===== src/hdl/srw_consts.svh =====
`ifndef SRW_CONSTS_SVH
`define SRW_CONSTS_SVH

// Clock period in picoseconds
`define SRW_CLK_PERIOD_PS 64'd10000
// Timeouts in milliseconds, as specified
`define SRW_RESET_TIMEOUT_MS 64'd140
`define SRW_WD_LONG_MS 64'd35000
`define SRW_WD_SHORT_MS 64'd1120
// Least times round up to whole cycles
`define SRW_MS_TO_CYC(ms) (((ms) * 64'd1000000000 + `SRW_CLK_PERIOD_PS - 64'd1) / `SRW_CLK_PERIOD_PS)
`define SRW_RESET_TIMEOUT_CYC `SRW_MS_TO_CYC(`SRW_RESET_TIMEOUT_MS)
`define SRW_WD_LONG_CYC `SRW_MS_TO_CYC(`SRW_WD_LONG_MS)
`define SRW_WD_SHORT_CYC `SRW_MS_TO_CYC(`SRW_WD_SHORT_MS)
// Synchroniser reset values: undervoltage inactive, manual reset released
`define SRW_SYNC_RST 6'h00

`endif


===== src/hdl/srw_pkg.sv =====
package srw_pkg;

  // Synchronised pin levels, all active high meaning "fault present" except kick
  typedef struct packed {
    logic uv_primary;
    logic uv_secondary;
    logic uv_aux;
    logic pf_low;
    logic manual_low;
    logic kick;
  } srw_causes_t;

  // Watchdog mode
  typedef enum logic [0:0] {
    SRW_WD_LONG  = 1'b0,
    SRW_WD_SHORT = 1'b1
  } srw_wd_mode_t;

endpackage


===== src/hdl/srw_supervisor.sv =====
`timescale 1ns/1ps
`include "srw_consts.svh"

module srw_supervisor #(
  parameter logic [35:0] RESET_TIMEOUT_CYC = 36'(`SRW_RESET_TIMEOUT_CYC),
  parameter logic [35:0] WD_LONG_CYC       = 36'(`SRW_WD_LONG_CYC),
  parameter logic [35:0] WD_SHORT_CYC      = 36'(`SRW_WD_SHORT_CYC)
) (
  // Clock and reset
  input  wire logic i_clk,
  input  wire logic i_sys_rst,
  // Comparator results, high while input is below its threshold
  input  wire logic i_primary_supply_low,
  input  wire logic i_secondary_supply_low,
  input  wire logic i_aux_undervoltage_in,
  input  wire logic i_power_fail_in,
  // Processor-side pins
  input  wire logic i_manual_reset_n,
  input  wire logic i_watchdog_kick,
  // Outputs
  output logic      o_primary_reset_n,
  output logic      o_secondary_reset_n,
  output logic      o_power_fail_out_n,
  output logic      o_wd_short_mode
);

  // ****************************************************************
  // Input synchronisers
  // ****************************************************************
  logic [5:0]          sync_a;
  logic [5:0]          sync_b;
  srw_pkg::srw_causes_t cause;
  logic                kick_prev;

  // Two flops on every pin; first stage read only by second
  always_ff @(posedge i_clk) begin
    if (i_sys_rst) begin
      sync_a <= `SRW_SYNC_RST;
      sync_b <= `SRW_SYNC_RST;
    end else begin
      sync_a <= {i_primary_supply_low, i_secondary_supply_low, i_aux_undervoltage_in,
                 i_power_fail_in, ~i_manual_reset_n, i_watchdog_kick};
      sync_b <= sync_a;
    end
  end

  // Second stage carries the pin order of the struct, so one cast maps it
  assign cause = srw_pkg::srw_causes_t'(sync_b);

  // ****************************************************************
  // Cause decoding
  // ****************************************************************
  logic                sec_cause;
  logic                pri_cause;
  logic                kick_edge;
  logic                wd_expire;

  // Secondary output ignores the auxiliary input and the watchdog
  assign sec_cause = cause.uv_primary | cause.uv_secondary | cause.manual_low;

  // Primary output sees every cause except power fail, the watchdog included
  assign pri_cause = sec_cause | cause.uv_aux | wd_expire;

  // Either direction of the kick counts as a valid transition
  assign kick_edge = cause.kick ^ kick_prev;

  // Edge detector starts at the idle kick level, so no false edge after reset
  always_ff @(posedge i_clk) begin
    if (i_sys_rst) begin
      kick_prev <= 1'b0;
    end else begin
      kick_prev <= cause.kick;
    end
  end

  // ****************************************************************
  // Secondary reset timer
  // ****************************************************************
  localparam logic [35:0] RESET_LAST = RESET_TIMEOUT_CYC - 36'h1;

  logic [35:0]         sec_cnt;

  // Output held low while a cause stands, then for one full timeout
  always_ff @(posedge i_clk) begin
    if (i_sys_rst) begin
      o_secondary_reset_n <= 1'b0;
      sec_cnt             <= 36'h0;
    end else if (sec_cause) begin
      o_secondary_reset_n <= 1'b0;
      sec_cnt             <= 36'h0;
    end else if (!o_secondary_reset_n) begin
      if (sec_cnt == RESET_LAST) begin
        o_secondary_reset_n <= 1'b1;
        sec_cnt             <= 36'h0;
      end else begin
        sec_cnt <= sec_cnt + 36'h1;
      end
    end
  end

  // ****************************************************************
  // Primary reset timer
  // ****************************************************************
  logic [35:0]         pri_cnt;

  // Same timer as the secondary, with more causes feeding it
  always_ff @(posedge i_clk) begin
    if (i_sys_rst) begin
      o_primary_reset_n <= 1'b0;
      pri_cnt           <= 36'h0;
    end else if (pri_cause) begin
      o_primary_reset_n <= 1'b0;
      pri_cnt           <= 36'h0;
    end else if (!o_primary_reset_n) begin
      if (pri_cnt == RESET_LAST) begin
        o_primary_reset_n <= 1'b1;
        pri_cnt           <= 36'h0;
      end else begin
        pri_cnt <= pri_cnt + 36'h1;
      end
    end
  end

  // ****************************************************************
  // Watchdog
  // ****************************************************************
  localparam logic [35:0] WD_LONG_LAST  = WD_LONG_CYC - 36'h1;
  localparam logic [35:0] WD_SHORT_LAST = WD_SHORT_CYC - 36'h1;

  srw_pkg::srw_wd_mode_t wd_mode;
  logic [35:0]           wd_cnt;
  logic [35:0]           wd_last;

  // Limit follows the mode; a mode change takes effect at once
  assign wd_last = (wd_mode == srw_pkg::SRW_WD_SHORT) ? WD_SHORT_LAST : WD_LONG_LAST;

  // Every reset event falls back to the long boot period
  always_ff @(posedge i_clk) begin
    if (i_sys_rst) begin
      wd_mode <= srw_pkg::SRW_WD_LONG;
    end else if (!o_primary_reset_n) begin
      wd_mode <= srw_pkg::SRW_WD_LONG;
    end else if (kick_edge) begin
      wd_mode <= srw_pkg::SRW_WD_SHORT;
    end
  end

  // Counter cleared in reset and by any kick; expiry is a one-cycle pulse
  always_ff @(posedge i_clk) begin
    if (i_sys_rst) begin
      wd_cnt    <= 36'h0;
      wd_expire <= 1'b0;
    end else if (!o_primary_reset_n || kick_edge) begin
      wd_cnt    <= 36'h0;
      wd_expire <= 1'b0;
    end else if (wd_cnt == wd_last) begin
      wd_cnt    <= 36'h0;
      wd_expire <= 1'b1;
    end else begin
      wd_cnt    <= wd_cnt + 36'h1;
      wd_expire <= 1'b0;
    end
  end

  // Mode is already a flop, so the status output copies it directly
  assign o_wd_short_mode = wd_mode[0];

  // ****************************************************************
  // Power-fail output
  // ****************************************************************
  // No timeout here: the output tracks the comparator, released at once
  always_ff @(posedge i_clk) begin
    if (i_sys_rst) begin
      o_power_fail_out_n <= 1'b1;
    end else begin
      o_power_fail_out_n <= ~cause.pf_low;
    end
  end

  // ****************************************************************
  // Assertions
  // ****************************************************************
  // Secondary output goes low one cycle after its cause
  property p_sec_follow;
    @(posedge i_clk) disable iff (i_sys_rst)
      sec_cause |=> !o_secondary_reset_n;
  endproperty
  a_sec_follow: assert property (p_sec_follow) else $error("secondary reset missed its cause");

  // Secondary release only after a complete timeout
  property p_sec_release;
    @(posedge i_clk) disable iff (i_sys_rst)
      $rose(o_secondary_reset_n) |-> $past(sec_cnt) == RESET_LAST;
  endproperty
  a_sec_release: assert property (p_sec_release) else $error("secondary reset released early");

  // Manual reset low drives the primary output low
  property p_pri_manual;
    @(posedge i_clk) disable iff (i_sys_rst)
      cause.manual_low |=> !o_primary_reset_n;
  endproperty
  a_pri_manual: assert property (p_pri_manual) else $error("manual reset ignored");

  // Auxiliary undervoltage drives the primary output low
  property p_pri_aux;
    @(posedge i_clk) disable iff (i_sys_rst)
      cause.uv_aux |=> !o_primary_reset_n;
  endproperty
  a_pri_aux: assert property (p_pri_aux) else $error("aux undervoltage ignored");

  // Watchdog expiry drives the primary output low
  property p_wd_expire;
    @(posedge i_clk) disable iff (i_sys_rst)
      wd_expire |=> !o_primary_reset_n;
  endproperty
  a_wd_expire: assert property (p_wd_expire) else $error("watchdog expiry ignored");

  // A kick edge clears the watchdog count
  property p_wd_clear;
    @(posedge i_clk) disable iff (i_sys_rst)
      kick_edge |=> wd_cnt == 36'h0;
  endproperty
  a_wd_clear: assert property (p_wd_clear) else $error("kick did not clear watchdog");

  // Reset puts the watchdog back in long mode
  property p_wd_long;
    @(posedge i_clk) disable iff (i_sys_rst)
      !o_primary_reset_n |=> wd_mode == srw_pkg::SRW_WD_LONG;
  endproperty
  a_wd_long: assert property (p_wd_long) else $error("watchdog not in long mode after reset");

  // Renewed cause restarts the timeout count
  property p_restart;
    @(posedge i_clk) disable iff (i_sys_rst)
      pri_cause |=> pri_cnt == 36'h0;
  endproperty
  a_restart: assert property (p_restart) else $error("timeout not restarted");

  // Power-fail output follows its comparator with no timeout
  property p_pf_follow;
    @(posedge i_clk) disable iff (i_sys_rst)
      1'b1 |=> o_power_fail_out_n == !$past(cause.pf_low);
  endproperty
  a_pf_follow: assert property (p_pf_follow) else $error("power-fail output wrong");

endmodule


===== config.mk =====
export PLATFORM = sky130hd
export DESIGN_NAME = srw_supervisor
export DESIGN_NICKNAME = d
export VERILOG_FILES = /design/src/hdl/srw_pkg.sv /design/src/hdl/srw_supervisor.sv
export VERILOG_INCLUDE_DIRS = /design/src /design/src/hdl
export SDC_FILE = /design/constraint.sdc
export NUM_CORES = 1
export LEC_CHECK = 0
export CAP_MARGIN = 40
export CELL_PAD_IN_SITES_DETAIL_PLACEMENT = 1
export CELL_PAD_IN_SITES_GLOBAL_PLACEMENT = 1
export CORE_AREA = 2 2 126 189
export DETAILED_ROUTE_END_ITERATION = 7
export DIE_AREA = 0 0 128 191
export DONT_BUFFER_PORTS = 1
export PLACE_DENSITY_LB_ADDON = 0.1
export SLEW_MARGIN = 20
export SYNTH_ARGS = -nofsm -noshare
export SYNTH_HDL_FRONTEND = slang
export SYNTH_SLANG_ARGS = --single-unit

===== constraint.sdc =====
create_clock -name i_clk -period 2.05 [get_ports i_clk]
set_input_delay 0.205 -clock i_clk [delete_from_list [all_inputs] [get_ports i_clk]]
set_output_delay 0.205 -clock i_clk [all_outputs]
set_load 0.05 [all_outputs]

Word level (Yosys, flattened, before mapping)
Cells that the tools add are included.
Storage, ports and cells
  bits in registers: 126
  input bits: 8
  output and inout bits: 4
  word-level logic and storage cells: 40
Cells by class
  add/subtract/negate cells: 3
  equal/unequal tests: 3
  muxes and demuxes: 8
  bitwise gates (word level): 8
  reduce and logical (&&, ||, !) cells: 7
Operators with widths (count)
  adder 36 x 1 -> 36 bit, second input constant: 3
  == test 36 x 24 -> 1 bit, second input constant: 2
  2-to-1 mux 36 bit: 2
  == test 36 x 32 -> 1 bit: 1
  2-to-1 mux 32 bit: 1
  OR reduction 2 bit: 4
  2-to-1 mux 1 bit: 5
  bitwise OR 1 bit: 4
  inverter 1 bit: 3
  OR reduction 3 bit: 1
  zero test 1 bit: 1
  logical OR 1 bit: 1
  XOR 1 bit: 1

Logic depth before layout (Yosys ltp)
  depth after elaboration: 5
  mapped depth: 8
  mapped depth without buffers: 6

Worst setup path before layout
OpenSTA, ideal clock, no wires.
  path kind: register to register
  from: register sec_cnt[0]
  to: register sec_cnt[33]
  library setup time: 0.122 ns
  arrival: 1.987 ns
  required time: 1.928 ns
  setup slack: -0.060 ns
  cell stages (with the launch flop): 9
  path buffers: 2
  period minus slack after synthesis: 2.110 ns
  cell sequence: dfxtp_1 -> ha_1 -> or4b_1 -> or4_1 -> nor4_2 -> a21o_1 -> buf_2 -> buf_4 -> a21oi_1
Between the ends
  longest elaborated chain between the ends: 2
  elaborated cells on any way between the ends: 3
  those cells by class: add/sub: 1; eq/ne: 1; mux: 1
Ends and longest elaborated chain
  start, declared: line srw_supervisor.sv:81  | logic [35:0] sec_cnt;
  start signal, assigned: line srw_supervisor.sv:96  | sec_cnt <= sec_cnt + 36'h1;
  adder 36 x 1 -> 36 bit / == test 36 x 24 -> 1 bit (equally long branches): line srw_supervisor.sv:96, srw_supervisor.sv:92
  2-to-1 mux 36 bit *: line srw_supervisor.sv:92  | if (sec_cnt == RESET_LAST) begin
Mark *: on every way between the ends. The rest lies on a longest branch, timed or not.
A chain may end at the register's enable or synchronous reset.

Final worst setup path
  from: register sec_cnt[0]
  to: register sec_cnt[9]
The elaborated chain is that of the path after synthesis.

==> PnR_summary.wiki <==
{| class="wikitable"
! Metric !! Value
|-
| Outcome || complete, but fails checks
|-
| Violations in the final reports || negative setup slack
|-
| Worst min-delay path class || input pin to flop
|-
| Final setup margin || -0.155 ns
|-
| Max capacitance violation total || 0
|-
| Placed instance count || just under 1,000
|-
| Leakage Power || 2.54 nW
|-
| Worst Setup SP || sec_cnt[0]$_SDFFE_PP0N_
|-
| Detailed-routing iteration count for the pre-antenna-repair pass || 4
|-
| Routed wirelength normalized by instance count || ~15 µm
|-
| Share of async-settable or async-resettable flops after synthesis || 0%
|-
| Final count of pins violating max slew || 0
|-
| Distinct cells, synth || 45
|-
| Largest driver fanout on the critical path || 8
|-
| Final wirelength || roughly 16 mm
|-
| Non-filler cells in the finished layout || between 1,000 and 1,500
|-
| Cell at the root of the clock tree || sky130_fd_sc_hd__clkbuf_16
|-
| GR Util All Layers || a little over an eighth
|-
| FF+latch area || roughly 2500 µm²
|-
| Std-Cell Core Area || approximately 23,000 µm²
|-
| Post-route DRC || 0
|-
| CP required || 2.36 ns
|-
| Overall die width || between 100 and 150 µm
|-
| Slew at the pin closest to its max-slew limit || approximately 0.63 ns
|-
| Global route overflow || 0
|-
| Nature of the critical path endpoint || flop
|-
| Number of port buffers || 0
|-
| Worst-case clock skew || ~0.0064 ns
|-
| Clock H-tree levels || 4
|-
| Largest net degree at the start of global routing || 37
|-
| Final-layout fill cell count || between 2,000 and 3,000
|-
| Setup repair after global routing missed its margin || yes
|-
| Number of endpoints with negative hold slack in the final report || 0
|-
| Number of antenna violations at the first check in global routing || 0
|-
| Synth Area per Inst || 8.75 µm²
|-
| First-iteration detailed-routing DRC count || about 130
|-
| Maximum resistive drop on vdd || about 580 µV
|-
| Area delta synth->final || 34.7%
|-
| Gpl congestion || between 0.7 and 0.8
|-
| Number of buffers inserted during clock tree synthesis || 17
|-
| Die height || 191 µm
|-
| Capture point of the critical path || sec_cnt[9]$_SDFFE_PP0N_
|-
| IO Pins || 12
|-
| Share of the core filled with cells || 33.1%
|-
| Worst-case reg-to-reg path depth || 8
|-
| Max Fclk || approximately 0.45 GHz
|-
| Data arrival, critical path || approximately 2.5 ns
|-
| Number of enable-type register cells in the synthesized netlist || 0
|-
| Number of global-route vias before repair || ~5,100
|-
| Die area || about 24,000 µm²
|-
| Clock tree from TritonCTS || built
|-
| Post-synth design cell area || about 5600 µm²
|-
| R2r setup slk || -0.16 ns
|-
| Slew margin rel. || 57.9%
|-
| Multi-input combinational cell area || between 3000 and 4000 µm²
|-
| Reg-to-reg startpoint || sec_cnt[0]$_SDFFE_PP0N_
|-
| Setup Viol. Count Final || just under 70
|-
| Post-Syn Instances || 640
|-
| Count of clock tree sinks || approximately 130
|-
| Primary FF master, synth || sky130_fd_sc_hd__dfxtp_1
|-
| Final HPWL from detailed placement || between 10 and 15 mm
|-
| Layout cell share with drive strength beyond 1 || 23.6%
|-
| RR Endpoint || sec_cnt[9]$_SDFFE_PP0N_
|-
| Final cycle utilization of the critical path || 108%
|-
| Post-route worst hold slack || around 0.27 ns
|-
| Shortest period the worst path allows || between 2 and 2.5 ns
|-
| Antenna-violating nets left || 0
|-
| Critical path type || flop to flop
|-
| Number of diodes added for antenna fixing || 0
|-
| Global-route wire length before repair || roughly 26 mm
|-
| Buffers from clock root to sink, at most || 2
|-
| Net count after synthesis || approximately 650
|-
| Latest clock arrival within the worst-skew pair || around 0.42 ns
|-
| Detailed-route via count || between 4,000 and 5,000
|-
| Initial standard-cell utilization of the core || about a quarter
|-
| # rows || 68
|-
| Routed vias/inst || between 4 and 5
|-
| Net count reported at finish || 731
|-
| Cell area power density || ~770 nW/µm²
|-
| Clock input transition at the sequential cells of the worst setup and hold paths || about 0.060 ns
|-
| Number of synthesized register bits || approximately 130
|-
| Share of synthesized area occupied by flip-flops and latches || 45.0%
|-
| Yosys warns || 0
|-
| Startpoint kind of the worst setup timing path || flop
|}
-- layer usage --
| metal | global-route usage (%) | share of wire (%) | vias to the layer above |
|---|---|---|---|
| met3 | 2.77 | 1.5 | 20 |
| met1 | 14.6 | 42 | 2336 |
| li1 | - | - | 2365 |
| met4 | 4.82 | 1.8 | 0 |
| met2 | 25.1 | 54 | 31 |
| met5 | 0 | 0 | - |
-- worst max-delay path: stages, from the launching register on --
cell	delay, ns
sky130_fd_sc_hd__dfxtp_4	0.36
sky130_fd_sc_hd__ha_4	0.13
sky130_fd_sc_hd__or4b_4	0.45
sky130_fd_sc_hd__or4_4	0.44
sky130_fd_sc_hd__nor4_4	0.17
sky130_fd_sc_hd__a21o_1	0.20
sky130_fd_sc_hd__buf_6	0.14
sky130_fd_sc_hd__clkbuf_16	0.15
sky130_fd_sc_hd__nor2_1	0.04
-- report_power, final --
| group | total, mW | switching (mW) | leakage, nW | internal, mW |
|---|---|---|---|---|
| logic | 0.250 | 0.118 | 1.25 | 0.133 |
| clock network | 3.10 | 1.16 | 0.277 | 1.94 |
| registers | 2.48 | 0.0113 | 1.02 | 2.47 |
| total | 5.83 | 1.29 | 2.54 | 4.54 |
-- layout make-up --
type | count | share of cell area, %
clock inverters | 13 | 2.21
flip-flops and latches | 126 | 33.5
multi-input cells | 478 | 41.7
repair buffers | 84 | 11.4
clock buffers | 18 | 5.82
well taps | 280 | 4.64
inverters | 13 | 0.647
-- registers in the layout (all words and copies together), names as in the netlist, 6 cells and up --
name and cells:
cause 6, sync_a 6, wd_cnt 36, pri_cnt 36, sec_cnt 36
-- synth_stat cells, types with 9 or more instances --
cell	number	area [µm²]
sky130_fd_sc_hd__and3_1	10	62.6
sky130_fd_sc_hd__clkbuf_1	9	33.8
sky130_fd_sc_hd__nand4_1	40	250
sky130_fd_sc_hd__nand2_1	34	128
sky130_fd_sc_hd__xor2_1	63	552
sky130_fd_sc_hd__inv_1	13	48.8
sky130_fd_sc_hd__nor3_1	16	80.1
sky130_fd_sc_hd__xnor2_1	37	324
sky130_fd_sc_hd__nor4_1	22	138
sky130_fd_sc_hd__nand3_1	48	240
sky130_fd_sc_hd__nor2_1	126	473
sky130_fd_sc_hd__nor2b_1	13	81.3
sky130_fd_sc_hd__dfxtp_1	126	2520
-- cell families after synthesis --
family          after synthesis  share of synthesized area (%)
simple gates                360                           33.6
xor+xnor                    100                           15.6
compound gates               15                           1.63
buf+inv                      36                           3.46
fa+ha+maj                     3                          0.670
flops                       126                           45.0
-- per-stage QoR --
step | setup TNS [ns] | total power [mW] | area [µm²] | worst slack, ns
2_1_floorplan | -0.242 | 2.61 | 5610 | -0.0144
3_3_place_gp | -7.38 | 2.65 | 6340 | -0.124
3_5_place_dp | -11.75 | 2.65 | 6340 | -0.192
4_1_cts | -5.89 | 5.90 | 7250 | -0.151
5_1_grt | -11.53 | 6.07 | 7550 | -0.217
6_report | -6.59 | 5.83 | 7550 | -0.155
-- worst min path at each step --
stage                         endpoint  cells after the start        startpoint  slack, ns
4_1_cts        sec_cnt[1]$_SDFFE_PP0N_                      3         i_sys_rst       0.29
6_report       sec_cnt[1]$_SDFFE_PP0N_                      3         i_sys_rst       0.27
2_1_floorplan     sync_a[1]$_SDFF_PP0_                      1  i_manual_reset_n       0.27
5_1_grt        sec_cnt[1]$_SDFFE_PP0N_                      3         i_sys_rst       0.29
3_5_place_dp       cause[4]$_SDFF_PP0_                      1         i_sys_rst       0.28
3_3_place_gp      sync_a[1]$_SDFF_PP0_                      1  i_manual_reset_n       0.28
-- placed cells by master (no fill, tap or decap), types with 3 or more instances in the layout --
master / synthesis / routed
sky130_fd_sc_hd__a21oi_2: 1 / 5
sky130_fd_sc_hd__and2_1: 5 / 5
sky130_fd_sc_hd__and3_1: 10 / 10
sky130_fd_sc_hd__and4_1: 6 / 6
sky130_fd_sc_hd__buf_12: 0 / 3
sky130_fd_sc_hd__buf_16: 0 / 5
sky130_fd_sc_hd__buf_4: 4 / 61
sky130_fd_sc_hd__buf_6: 3 / 4
sky130_fd_sc_hd__bufinv_16: 0 / 3
sky130_fd_sc_hd__clkbuf_16: 0 / 20
sky130_fd_sc_hd__clkinvlp_4: 0 / 6
sky130_fd_sc_hd__dfxtp_1: 126 / 123
sky130_fd_sc_hd__dlygate4sd3_1: 0 / 7
sky130_fd_sc_hd__inv_1: 13 / 13
sky130_fd_sc_hd__nand2_1: 34 / 34
sky130_fd_sc_hd__nand2b_1: 3 / 3
sky130_fd_sc_hd__nand3_1: 48 / 48
sky130_fd_sc_hd__nand4_1: 40 / 40
sky130_fd_sc_hd__nand4b_1: 4 / 4
sky130_fd_sc_hd__nor2_1: 126 / 91
sky130_fd_sc_hd__nor2_2: 0 / 19
sky130_fd_sc_hd__nor2_4: 0 / 16
sky130_fd_sc_hd__nor2b_1: 13 / 13
sky130_fd_sc_hd__nor3_1: 16 / 16
sky130_fd_sc_hd__nor4_1: 22 / 18
sky130_fd_sc_hd__nor4_2: 2 / 4
sky130_fd_sc_hd__nor4b_1: 3 / 3
sky130_fd_sc_hd__o21ai_0: 4 / 4
sky130_fd_sc_hd__or3_1: 5 / 5
sky130_fd_sc_hd__or4_1: 7 / 4
sky130_fd_sc_hd__or4_4: 2 / 5
sky130_fd_sc_hd__xnor2_1: 37 / 37
sky130_fd_sc_hd__xor2_1: 63 / 63
-- timing repair --
action / CTS / global route
cloned: 5 / 3
resized for setup: 20 / 62
setup buffers: 6 / 1
setup endpoints to repair: 69 / 105
pin swaps: 24 / 16
endpoints found under the hold margin: 16 / 0
hold buffers: 7 / 0
Power figures use the tool's default switching activity.
